## src/verilog/amip_consts.vh

```
// constants for the macroblock inline command host
// Summary of operation
// - one chroma code holds for every macroblock command of a picture.
// - adaptive frame bit 0 progressive, 1 adaptive; forced zero for field pictures.
// - luma coded pattern in third dword bits 13:8 may stay unprogrammed.
// - row position is an unsigned 8-bit macroblock count, field pair uses field origin.
// - column position is an unsigned 8-bit macroblock count in the low byte.
// - field indicator is 00 or 11, from adaptive frame AND field macroblock.
// - parity bit: pair second for field macroblocks in adaptive, bottom in field, zero in progressive.
// - motion vector code is written zero for intra macroblocks.
// - intra bit: 0 P or B, 1 I; switching intra is never submitted.
// - P macroblock weighting keeps upper bit zero, lower bit holds single flag.
// - both weighting fields are written zero for intra macroblocks.
`ifndef AMIP_CONSTS_VH
`define AMIP_CONSTS_VH

// register byte addresses
`define AMIP_ADDR_PIC      8'h00
`define AMIP_ADDR_POS      8'h04
`define AMIP_ADDR_MB       8'h08
`define AMIP_ADDR_CTRL     8'h0C
`define AMIP_ADDR_STAT     8'h10
`define AMIP_ADDR_ACTIVE   8'h14
`define AMIP_ADDR_DW0      8'h18
`define AMIP_ADDR_DW1      8'h1C
`define AMIP_ADDR_DW2      8'h20

// reset values
`define AMIP_PIC_RST       8'h00
`define AMIP_POS_RST       16'h0000
`define AMIP_MB_RST        30'h0000000
`define AMIP_ERR_RST       4'h0
`define AMIP_CNT_RST       8'h00

// picture register fields
`define AMIP_PIC_CHROMA    1:0
`define AMIP_PIC_FIELD     2
`define AMIP_PIC_ADAPT     3
`define AMIP_PIC_BOTTOM    4
`define AMIP_PIC_BIMODE    6:5
`define AMIP_PIC_SINGLE    7

// macroblock register fields
`define AMIP_MB_CBP        5:0
`define AMIP_MB_MV         8:6
`define AMIP_MB_XFORM      9
`define AMIP_MB_FIELD      10
`define AMIP_MB_INTRA      11
`define AMIP_MB_KIND       16:12
`define AMIP_MB_BIDIR      17
`define AMIP_MB_SECOND     18
`define AMIP_MB_DCY        19
`define AMIP_MB_DCB        20
`define AMIP_MB_DCR        21
`define AMIP_MB_CBPB       25:22
`define AMIP_MB_CBPR       29:26

// control register bits
`define AMIP_CTRL_GO       0
`define AMIP_CTRL_PIC      1
`define AMIP_CTRL_CLR      2

// encodings
`define AMIP_CHROMA_MONO   2'h0
`define AMIP_CHROMA_420    2'h1
`define AMIP_BIMODE_RSVD   2'h3
`define AMIP_MV_NONE       3'h0
`define AMIP_MV_ONE_PAIR   3'h2
`define AMIP_MV_FOUR_PAIR  3'h4
`define AMIP_MV_SIXTEEN    3'h5
`define AMIP_MV_SIXTEEN_PR 3'h6
`define AMIP_LAST_INDEX    2'h2

`endif

```

## src/verilog/amip_pack.v

```verilog
// latches one macroblock's fields and packs them into three inline dwords
`timescale 1ns/1ps
`include "amip_consts.vh"
module amip_pack (
	input  wire        i_core_clk,
	input  wire        i_rst_n,
	input  wire        i_capture,
	input  wire [1:0]  i_chroma_sampling_code,
	input  wire        i_picture_is_field_bit,
	input  wire        i_adaptive_frame_picture_bit,
	input  wire        i_bottom_field_bit,
	input  wire [1:0]  i_bidir_weighting_mode,
	input  wire        i_single_weighting_bit,
	input  wire [7:0]  i_mb_column_position,
	input  wire [7:0]  i_mb_row_position,
	input  wire [29:0] i_mb_cfg,
	output reg  [31:0] o_dw0,
	output reg  [31:0] o_dw1,
	output reg  [31:0] o_dw2
);

	reg        intra;
	reg        field_mb;
	reg        adaptive;
	reg        parity;
	reg [2:0]  mv_code;
	reg [1:0]  bimode;
	reg        single;
	reg [31:0] dw0_next;
	reg [31:0] dw1_next;
	reg [31:0] dw2_next;

	// compose the dwords; every reserved position is driven zero
	always @* begin
		intra    = i_mb_cfg[`AMIP_MB_INTRA];
		field_mb = i_mb_cfg[`AMIP_MB_FIELD];
		adaptive = i_adaptive_frame_picture_bit & ~i_picture_is_field_bit;
		if (adaptive)
			parity = field_mb & i_mb_cfg[`AMIP_MB_SECOND];
		else if (i_picture_is_field_bit)
			parity = i_bottom_field_bit;
		else
			parity = 1'b0;
		mv_code = intra ? `AMIP_MV_NONE : i_mb_cfg[`AMIP_MB_MV];
		if (intra) begin
			bimode = 2'h0;
			single = 1'b0;
		end else if (i_mb_cfg[`AMIP_MB_BIDIR]) begin
			bimode = i_bidir_weighting_mode;
			single = i_single_weighting_bit;
		end else begin
			bimode = {1'b0, i_single_weighting_bit};
			single = i_single_weighting_bit;
		end
		dw0_next = 32'h00000000;
		dw0_next[26:25] = {2{adaptive & field_mb}};
		dw0_next[24]    = parity;
		dw0_next[22:20] = mv_code;
		dw0_next[19]    = i_mb_cfg[`AMIP_MB_DCY];
		dw0_next[18]    = i_mb_cfg[`AMIP_MB_DCB];
		dw0_next[17]    = i_mb_cfg[`AMIP_MB_DCR];
		dw0_next[15]    = i_mb_cfg[`AMIP_MB_XFORM];
		dw0_next[14]    = field_mb;
		dw0_next[13]    = intra;
		dw0_next[12:8]  = i_mb_cfg[`AMIP_MB_KIND];
		dw0_next[7:6]   = bimode;
		dw0_next[5]     = single;
		dw0_next[3:2]   = i_chroma_sampling_code;
		dw0_next[1]     = adaptive;
		dw0_next[0]     = i_picture_is_field_bit;
		dw1_next = {16'h0000, i_mb_row_position, i_mb_column_position};
		dw2_next = {18'h0000, i_mb_cfg[`AMIP_MB_CBP], i_mb_cfg[`AMIP_MB_CBPR], i_mb_cfg[`AMIP_MB_CBPB]};
	end

	always @(posedge i_core_clk) begin
		if (!i_rst_n) begin
			o_dw0 <= 32'h00000000;
			o_dw1 <= 32'h00000000;
			o_dw2 <= 32'h00000000;
		end else if (i_capture) begin
			o_dw0 <= dw0_next;
			o_dw1 <= dw1_next;
			o_dw2 <= dw2_next;
		end
	end

endmodule

```

## src/verilog/amip_send.v

```verilog
// sends the three latched dwords in order with valid and ready
`timescale 1ns/1ps
`include "amip_consts.vh"
module amip_send (
	input  wire        i_core_clk,
	input  wire        i_rst_n,
	input  wire        i_start,
	input  wire [31:0] i_dw0,
	input  wire [31:0] i_dw1,
	input  wire [31:0] i_dw2,
	input  wire        i_ready,
	output reg         o_valid,
	output reg  [31:0] o_dword,
	output reg  [1:0]  o_index,
	output reg         o_last,
	output reg         o_done
);

	always @(posedge i_core_clk) begin
		if (!i_rst_n) begin
			o_valid <= 1'b0;
			o_dword <= 32'h00000000;
			o_index <= 2'h0;
			o_last  <= 1'b0;
			o_done  <= 1'b0;
		end else begin
			o_done <= 1'b0;
			if (i_start && !o_valid) begin
				o_valid <= 1'b1;
				o_dword <= i_dw0;
				o_index <= 2'h0;
				o_last  <= 1'b0;
			end else if (o_valid && i_ready) begin
				if (o_index == `AMIP_LAST_INDEX) begin
					o_valid <= 1'b0;
					o_dword <= 32'h00000000;
					o_index <= 2'h0;
					o_last  <= 1'b0;
					o_done  <= 1'b1;
				end else begin
					o_index <= o_index + 2'h1;
					o_dword <= (o_index == 2'h0) ? i_dw1 : i_dw2;
					o_last  <= (o_index == 2'h1);
				end
			end
		end
	end

endmodule

```

## src/verilog/amip_host_top.v

```verilog
// host controller that builds and sends macroblock inline command dwords
//
// Our own choices: the strobed register port and the register offsets.
`timescale 1ns/1ps
`include "amip_consts.vh"
module amip_host_top (
	input  wire        i_core_clk,
	input  wire        i_rst_n,
	input  wire [7:0]  i_addr,
	input  wire [31:0] i_wdata,
	input  wire        i_wr,
	input  wire        i_rd,
	output reg  [31:0] o_rdata,
	input  wire        i_cmd_ready,
	output wire        o_cmd_valid,
	output wire [31:0] o_cmd_dword,
	output wire [1:0]  o_cmd_index,
	output wire        o_cmd_last,
	output reg         o_busy
);

	reg  [7:0]  pic_stage_reg;
	reg  [7:0]  pic_active_reg;
	reg         pic_open_reg;
	reg  [15:0] mb_pos_reg;
	reg  [29:0] mb_cfg_reg;
	reg         start_reg;
	reg  [3:0]  err_reg;
	reg  [3:0]  err_next;
	reg  [7:0]  sent_cnt_reg;
	reg  [31:0] rdata_next;
	wire [31:0] dw0;
	wire [31:0] dw1;
	wire [31:0] dw2;
	wire        done;
	wire        wr_ctrl;
	wire        go_req;
	wire        pic_req;
	wire        clr_req;
	wire        mb_intra;
	wire        mb_bidir;
	wire [2:0]  mb_mv;
	wire        mv_legal;
	wire        bimode_legal;
	wire        chroma_legal;
	wire        go_ok;
	wire        pic_ok;

	// control strobes decoded from a write to the control register
	assign wr_ctrl = i_wr && (i_addr == `AMIP_ADDR_CTRL);
	assign go_req  = wr_ctrl && i_wdata[`AMIP_CTRL_GO];
	assign pic_req = wr_ctrl && i_wdata[`AMIP_CTRL_PIC];
	assign clr_req = wr_ctrl && i_wdata[`AMIP_CTRL_CLR];

	assign mb_intra = mb_cfg_reg[`AMIP_MB_INTRA];
	assign mb_bidir = mb_cfg_reg[`AMIP_MB_BIDIR];
	assign mb_mv    = mb_cfg_reg[`AMIP_MB_MV];

	assign mv_legal = (mb_mv == `AMIP_MV_NONE) || (mb_mv == `AMIP_MV_ONE_PAIR) ||
	                  (mb_mv == `AMIP_MV_FOUR_PAIR) || (mb_mv == `AMIP_MV_SIXTEEN) ||
	                  (mb_mv == `AMIP_MV_SIXTEEN_PR) || mb_intra;

	assign bimode_legal = mb_intra || !mb_bidir ||
	                      (pic_active_reg[`AMIP_PIC_BIMODE] != `AMIP_BIMODE_RSVD);

	assign chroma_legal = (pic_stage_reg[`AMIP_PIC_CHROMA] == `AMIP_CHROMA_MONO) ||
	                      (pic_stage_reg[`AMIP_PIC_CHROMA] == `AMIP_CHROMA_420);

	// a macroblock may go only when idle, inside an opened picture, with legal codes
	assign go_ok  = !o_busy && !start_reg && pic_open_reg && mv_legal && bimode_legal;
	assign pic_ok = !o_busy && !start_reg && chroma_legal;

	// picture staging and the active picture copy
	always @(posedge i_core_clk) begin
		if (!i_rst_n) begin
			pic_stage_reg  <= `AMIP_PIC_RST;
			pic_active_reg <= `AMIP_PIC_RST;
			pic_open_reg   <= 1'b0;
		end else begin
			if (i_wr && (i_addr == `AMIP_ADDR_PIC))
				pic_stage_reg <= i_wdata[7:0];
			if (pic_req && pic_ok) begin
				pic_active_reg <= pic_stage_reg;
				pic_open_reg   <= 1'b1;
			end
		end
	end

	// per macroblock position and configuration, free to change while sending
	always @(posedge i_core_clk) begin
		if (!i_rst_n) begin
			mb_pos_reg <= `AMIP_POS_RST;
			mb_cfg_reg <= `AMIP_MB_RST;
		end else begin
			if (i_wr && (i_addr == `AMIP_ADDR_POS))
				mb_pos_reg <= i_wdata[15:0];
			if (i_wr && (i_addr == `AMIP_ADDR_MB))
				mb_cfg_reg <= i_wdata[29:0];
		end
	end

	// sticky refusal flags; a new refusal wins over a clear in the same cycle
	always @* begin
		err_next = err_reg;
		if (clr_req)
			err_next = `AMIP_ERR_RST;
		if (go_req && (o_busy || start_reg))
			err_next[0] = 1'b1;
		if (pic_req && (o_busy || start_reg))
			err_next[0] = 1'b1;
		if (pic_req && !chroma_legal)
			err_next[1] = 1'b1;
		if (go_req && !mv_legal)
			err_next[2] = 1'b1;
		if (go_req && !bimode_legal)
			err_next[3] = 1'b1;
		if (go_req && !pic_open_reg)
			err_next[1] = 1'b1;
	end

	// busy tracking, start pulse and sent counter
	always @(posedge i_core_clk) begin
		if (!i_rst_n) begin
			o_busy       <= 1'b0;
			start_reg    <= 1'b0;
			err_reg      <= `AMIP_ERR_RST;
			sent_cnt_reg <= `AMIP_CNT_RST;
		end else begin
			err_reg   <= err_next;
			start_reg <= go_req && go_ok;
			if (go_req && go_ok)
				o_busy <= 1'b1;
			else if (done)
				o_busy <= 1'b0;
			if (done)
				sent_cnt_reg <= sent_cnt_reg + 8'h01;
		end
	end

	// register read mux; unmapped addresses read zero
	always @* begin
		rdata_next = 32'h00000000;
		case (i_addr)
			`AMIP_ADDR_PIC: begin
				rdata_next = {24'h000000, pic_stage_reg};
			end
			`AMIP_ADDR_POS: begin
				rdata_next = {16'h0000, mb_pos_reg};
			end
			`AMIP_ADDR_MB: begin
				rdata_next = {2'h0, mb_cfg_reg};
			end
			`AMIP_ADDR_STAT: begin
				rdata_next = {16'h0000, sent_cnt_reg, 1'b0, pic_open_reg, err_reg, start_reg, o_busy};
			end
			`AMIP_ADDR_ACTIVE: begin
				rdata_next = {24'h000000, pic_active_reg};
			end
			`AMIP_ADDR_DW0: begin
				rdata_next = dw0;
			end
			`AMIP_ADDR_DW1: begin
				rdata_next = dw1;
			end
			`AMIP_ADDR_DW2: begin
				rdata_next = dw2;
			end
			default: begin
				rdata_next = 32'h00000000;
			end
		endcase
	end

	// read data stand only in the cycle after the read strobe
	always @(posedge i_core_clk) begin
		if (!i_rst_n)
			o_rdata <= 32'h00000000;
		else if (i_rd)
			o_rdata <= rdata_next;
		else
			o_rdata <= 32'h00000000;
	end

	amip_pack u_pack (
		.i_core_clk                   (i_core_clk),
		.i_rst_n                      (i_rst_n),
		.i_capture                    (go_req && go_ok),
		.i_chroma_sampling_code       (pic_active_reg[`AMIP_PIC_CHROMA]),
		.i_picture_is_field_bit       (pic_active_reg[`AMIP_PIC_FIELD]),
		.i_adaptive_frame_picture_bit (pic_active_reg[`AMIP_PIC_ADAPT]),
		.i_bottom_field_bit           (pic_active_reg[`AMIP_PIC_BOTTOM]),
		.i_bidir_weighting_mode       (pic_active_reg[`AMIP_PIC_BIMODE]),
		.i_single_weighting_bit       (pic_active_reg[`AMIP_PIC_SINGLE]),
		.i_mb_column_position         (mb_pos_reg[7:0]),
		.i_mb_row_position            (mb_pos_reg[15:8]),
		.i_mb_cfg                     (mb_cfg_reg),
		.o_dw0                        (dw0),
		.o_dw1                        (dw1),
		.o_dw2                        (dw2)
	);

	// dword sender toward the device command input
	amip_send u_send (
		.i_core_clk (i_core_clk),
		.i_rst_n    (i_rst_n),
		.i_start    (start_reg),
		.i_dw0      (dw0),
		.i_dw1      (dw1),
		.i_dw2      (dw2),
		.i_ready    (i_cmd_ready),
		.o_valid    (o_cmd_valid),
		.o_dword    (o_cmd_dword),
		.o_index    (o_cmd_index),
		.o_last     (o_cmd_last),
		.o_done     (done)
	);

endmodule

```

## config.mk

```make
export PLATFORM = sky130hd
export DESIGN_NAME = amip_host_top
export DESIGN_NICKNAME = d
export VERILOG_FILES = /design/src/verilog/amip_pack.v /design/src/verilog/amip_send.v /design/src/verilog/amip_host_top.v
export VERILOG_INCLUDE_DIRS = /design/src /design/src/verilog
export SDC_FILE = /design/constraint.sdc
export NUM_CORES = 1
export LEC_CHECK = 0
export ABC_AREA = 1
export BUFFER_PORTS_ARGS = -buffer_cell sky130_fd_sc_hd__buf_2
export CAP_MARGIN = 25
export CORE_ASPECT_RATIO = 1.2
export CORE_UTILIZATION = 36
export CTS_CLUSTER_DIAMETER = 150
export DETAILED_ROUTE_END_ITERATION = 8
export GPL_ROUTABILITY_DRIVEN = 0
export PLACE_DENSITY_LB_ADDON = 0.15
export SETUP_SLACK_MARGIN = 0.3
export SLEW_MARGIN = 20
export SYNTH_ARGS = -nofsm -noshare
export SYNTH_HDL_FRONTEND = slang
export SYNTH_SLANG_ARGS = --single-unit
```

## constraint.sdc

```tcl
create_clock -name i_core_clk -period 3.55 [get_ports i_core_clk]
set_input_delay 0.355 -clock i_core_clk [delete_from_list [all_inputs] [get_ports i_core_clk]]
set_output_delay 0.355 -clock i_core_clk [all_outputs]
set_load 0.02 [all_outputs]
```

### Word level (Yosys, flattened, before mapping)

Cells that the tools add are included.

* logic and storage cells: 125
* bits in registers: 199
* output and inout port bits: 69
* input port bits: 45

* equal/unequal tests: 16
* reduce and logical (&&, ||, !) cells: 54
* $add $sub $neg: 2
* multiplexer cells: 26
* bitwise logic cells: 6

Operators by type and width (number)
* case mux 30 bit (8 select lines): 1
* 2-to-1 mux 32 bit: 3
* equality test 8 x 5 -> 1 bit (second input constant): 4
* logical AND 1 bit: 22
* equality test 8 x 4 -> 1 bit (second input constant): 2
* 2-to-1 mux 1 bit: 16
* 2-to-1 mux 16 bit: 1
* nonzero test 2 bit: 5
* equality test 3 bit (second input constant): 3
* logical OR 1 bit: 9
* adder 8 x 1 -> 8 bit (second input constant): 1
* equality test 8 x 3 -> 1 bit (second input constant): 1
* equality test 8 x 6 -> 1 bit (second input constant): 1
* logical NOT 1 bit: 8
* logical NOT 8 bit: 1
* 2-to-1 mux 2 bit: 3
* nonzero test 3 bit: 2
* equality test 2 x 1 -> 1 bit (second input constant): 2
* logical NOT 2 bit: 2
* 2-to-1 mux 4 bit: 1
* AND reduction 2 bit: 2
* AND 1 bit: 3
* equality test 3 x 2 -> 1 bit (second input constant): 1
* logical NOT 3 bit: 1
* other kinds (7): 9

### Depth between registers and ports, before layout

* depth after elaboration: 10
* depth in mapped cells: 10
* gate-level depth less buffers: 9

### Modules after synthesis

From an unflattened synthesis, not the netlist that was laid out.

* cell total of the unflattened synthesis: 1418
* area, all modules: 9586.7 µm²

Modules (own cells, without submodules)
* amip_host_top: area an instance 5233.8 µm², sequential area each 2182.1 µm², instances 1, cells an instance 802
* amip_pack: area an instance 2215.9 µm², sequential area each 1061.0 µm², instances 1, cells an instance 282
* amip_send: area an instance 2137.0 µm², sequential area each 720.7 µm², instances 1, cells an instance 334

### Worst setup path after synthesis

Ideal clock, no wire load.

* path type: register to register
* from: register u_send.o_valid
* to: register u_send.o_dword[10]
* period minus slack after synthesis: 1434 ps
* library setup time: 81 ps
* path slack: 2116 ps
* stages on the path, launching flop included: 6
* arrival: 1354 ps
* required time: 3469 ps
* path buffers: 1
* cells stage by stage: dfxtp_1 -> nand2_1 -> nor2_1 -> clkbuf_1 -> nand2_1 -> a41oi_1

* cells in the longest elaborated chain, start to end: 3
* elaborated cells between the ends (all ways): 5
* those cells by class: 1 x mux; 4 x reduce/logical

Ends and longest elaborated chain
* from (decl): line amip_send.v:12 `output reg o_valid,`
* from (signal assigned): line amip_send.v:21 `o_valid <= 1'b0;`
* from (signal assigned): line amip_send.v:29 `o_valid <= 1'b1;`
* from (signal assigned): line amip_send.v:35 `o_valid <= 1'b0;`
* logical NOT 1 bit: line amip_send.v:28 `if (i_start && !o_valid) begin`
* logical AND 1 bit: line amip_send.v:28
* 2-to-1 mux 32 bit / nonzero test 2 bit (equally long branches)
* to (signal assigned): line amip_send.v:30 `o_dword <= i_dw0;`
* to (signal assigned): line amip_send.v:42 `o_dword <= (o_index == 2'h0) ? i_dw1 : i_dw2;`
* to (decl): line amip_send.v:13 `output reg [31:0] o_dword,`

Parallel ways exist; a longest one is shown, timed or not.
A chain may end at the register's enable or synchronous reset.

### Final worst setup path

* from: register mb_cfg_reg[17]
* to: register u_pack.o_dw1[0]

* cells in the longest elaborated chain, start to end: 5

Ends and longest elaborated chain
* from (decl): line amip_host_top.v:26 `reg [29:0] mb_cfg_reg;`
* from (signal assigned): line amip_host_top.v:93 `` mb_cfg_reg <= `AMIP_MB_RST; ``
* from (signal assigned): line amip_host_top.v:98 `mb_cfg_reg <= i_wdata[29:0];`
* logical NOT 1 bit: line amip_host_top.v:63 `assign bimode_legal = mb_intra || !mb_bidir ||`
* logical OR 1 bit (2 in a row): line amip_host_top.v:63
* logical AND 1 bit: line amip_host_top.v:70 `assign go_ok = !o_busy && !start_reg && pic_open_reg && mv_legal && bimode_legal;`
* logical AND 1 bit: line amip_host_top.v:187 `.i_capture (go_req && go_ok),`
* to (signal assigned): line amip_pack.v:82 `o_dw1 <= dw1_next;`
* to (decl): line amip_pack.v:18 `output reg [31:0] o_dw1,`

No other way between the ends.

==> flow_summary.json <==
{
  "clk_path_buf_depth": 2,
  "critPathRequiredTime_ns": 3.92,
  "post-route-min-period_ns": 2.26,
  "clock.fmax_mhz": 442,
  "grt_remaining_overflow": 0,
  "synth_adder_area_share_pct": 0.157,
  "ys_ff_latch": 188,
  "rr_worst_depth": 10,
  "tightestPinTransition_ns": 0.966,
  "critPathLaunchType": "flop",
  "synth_xor_area_share_pct": 0.110,
  "antenna_found_initial": 0,
  "synth-async-reset-ratio_pct": 0,
  "slowest_stage": "dfxtp_1",
  "ys_warn_count": 0,
  "critPathMaxStageDelay_ns": 0.50,
  "skew_ns": 0.0125,
  "clock-root-buffer": "clkbuf_16",
  "synth_top_family_by_area": "simple AND/OR/NAND/NOR gates",
  "critPathKind": "reg2reg",
  "fin_crit_sh_pct": 63.8,
  "synth_area_um2": 7970,
  "worstSetupEndpointType": "flop",
  "n_antenna_cell": 0,
  "ioPinCount": 114,
  "r2r_end": "u_pack.o_dw1[0]",
  "postCtsSetupRepairBufs": 0,
  "yosysUniqueCellTypes": 36,
  "drt-vias-per-instance": 5.06,
  "h-tree-depth": 4,
  "synth_edf_count": 0,
  "portBuffers": 102,
  "path_max_fanout": 30,
  "hold_path.class": "in2reg",
  "arrival_ns": 2.64,
  "status": "finished clean",
  "crit_cells": 10,
  "nets": 1243,
  "netlist_instances": 1120,
  "grt_pass1_vias": 6954,
  "core.rowCount": 59,
  "core_um2": 21700,
  "grt_max_degree": 106,
  "postLayoutSetupSlackWorst_ns": 1.29,
  "area_growth_pct": 15.4,
  "start_util_pct": 36.7,
  "ff2ff_setup_slack_ns": 1.29,
  "cts_made_buffers": 17,
  "synthTopCellsByArea": "dfxtp_1 47%, nand2_1 13%, nor2_1 10%, nand3_1 6.5%, o21ai_0 5.3%",
  "synth_top_area_share_pct": 47.2,
  "routedWlPerCell_um": 17.2,
  "die_w_um": 138,
  "synth_top_area_cell": "dfxtp_1",
  "grt_use_total_pct": 23.3,
  "dieArea_um2": 22800,
  "first_pass_iters": 5,
  "crit_chain": "nand2_1 > inv_1 > nand2_1 > nand3_1 > nor2_4 > buf_4 > nor2_1 > buf_4 > nand2_1 > nand2_1",
  "crit_buf_inv": 3,
  "crit_top_cell": "nand2_1",
  "peakVddDrop_uv": 303,
  "setup_viol": 0,
  "setup-tns-final_ns": 0,
  "detailedPlacementHpwl_um": 17800,
  "drc": 0,
  "p_per_area_nw_per_um2": 459,
  "dp_worst_setup_slack_ns": 1.29,
  "drv_slew": 0,
  "grt_pass1_wl_um": 39300,
  "slew_headroom_pct": 35.6,
  "clkSlewWorstSetupHoldPaths_ns": 0.07,
  "finalHoldViolCount": 0,
  "cts_hold_buf": 0,
  "syn_area_per_cell_um2": 7.12,
  "nFillCells": 2357,
  "routed_wl_um": 25600,
  "rsz0062_at_grt": "false",
  "synth_mux_area_share_pct": 0,
  "p_leak_nw": 4.05,
  "ant_nets": 0,
  "critPathCapture": "u_pack.o_dw1[0]",
  "via_count": 7511,
  "die_h_um": 165,
  "cts_resized": 0,
  "synth_ff_type": "dfxtp_1",
  "synth-compound-area-share_pct": 11.4,
  "critPathTopFamily": "simple AND/OR/NAND/NOR gates",
  "cts.sinks": 188,
  "cap_violations": 0,
  "crit_start": "mb_cfg_reg[17]",
  "layout-drive-gt1-share_pct": 14.5,
  "r2r-start": "mb_cfg_reg[17]",
  "yosysSeqAreaShare_pct": 47.2,
  "drtIter0Drc": 510,
  "clk_latency_ns": 0.43,
  "synthSimpleGateAreaFrac_pct": 33.4,
  "cts_tree": "yes"
}
==> final cells by class <==
class                           count  area [um2]  share of cell area [%]
Tap cell                          274         343                    3.73
Timing Repair Buffer              120         646                    7.02
Clock inverter                     13         153                    1.66
Clock buffer                       19         453                    4.92
Inverter                           56         210                    2.28
Sequential cell                   188        3760                    40.9
Multi-Input combinational cell    814        3630                    39.5
==> cells in the final DEF (no fill, tap or decap), types with 2 or more instances in the layout <==
cell type / n
a21oi_1: 54
a21oi_2: 2
a31oi_1: 3
a41oi_1: 13
buf_2: 102
buf_4: 18
bufinv_16: 2
clkbuf_16: 17
clkbuf_8: 2
clkinv_1: 2
clkinvlp_4: 2
conb_1: 9
dfxtp_1: 188
inv_1: 52
inv_2: 2
inv_6: 6
nand2_1: 285
nand2_2: 2
nand3_1: 104
nand4_1: 4
nor2_1: 213
nor2_2: 4
nor2_4: 10
nor3_1: 10
o21ai_0: 84
o21ai_1: 3
o22ai_1: 3
==> cell families after synthesis <==
logic type               count (synthesis)
AO/OA/AOI/OAI                          166
flip-flops                             188
AND/OR/NAND/NOR                        637
XOR/XNOR                                 1
other                                    1
adder cells (fa/ha/maj)                  1
buffers and inverters                  126
==> Yosys cell counts (4+ instances only) <==
master    number
nor3_1        10
nor2_4         9
buf_2         25
nor2_1       215
clkbuf_1      19
nand4_1        4
buf_6          7
dfxtp_1      188
a41oi_1       13
inv_1         52
buf_4         16
nand3_1      104
nand2_1      285
o21ai_0       84
a21oi_1       54
==> worst min path at each step <==
stage	startpoint	endpoint	slack, ns	depth (start not counted)
2_1_floorplan	mb_cfg_reg[16]	o_rdata[16]	0.43	2
3_3_place_gp	u_send.o_dword[17]	u_send.o_dword[17]	0.44	2
3_5_place_dp	u_send.o_dword[17]	u_send.o_dword[17]	0.45	2
4_1_cts	i_wdata[21]	mb_cfg_reg[21]	0.13	3
5_1_grt	i_wdata[17]	mb_cfg_reg[17]	0.15	3
6_report	i_wdata[21]	mb_cfg_reg[21]	0.15	3
==> tightest hold or removal path, cell delays in order <==
cell	delay (ns)
buf_2	0.08
nor2_1	0.03
nor2_1	0.08
==> layer usage <==
metal	global-route usage, %	share of wire, %	wire length, um	up-vias
met5	0	0	0	-
met4	9.63	3.0	777	0
met3	4.57	6.8	1730	45
met2	36.8	45	11600	276
met1	30.9	45	11500	3436
li1	-	-	-	3754
==> power breakdown <==
part	internal [mW]	total (mW)	switching (mW)
Clock	1.10	1.98	0.882
Combinational	0.0328	0.132	0.0987
Sequential	2.11	2.11	0.00156
Total	3.24	4.22	0.983
==> through the flow <==
step / total power [mW] / std cells / hold WS, ns / utilization, % / instance area, um2
finish: 4.22 / 1484 / 0.146 / 42.4 / 9200
global route: 4.36 / 1484 / 0.145 / 42.4 / 9200
CTS: 4.26 / 1484 / 0.132 / 42.4 / 9200
detailed placement: 2.29 / 1452 / 0.450 / 39.6 / 8600
global placement: 2.29 / 1452 / 0.444 / 39.6 / 8600
floorplan: 2.24 / 1128 / 0.433 / - / 8000
No activity file was read; power rests on OpenSTA's default activity.
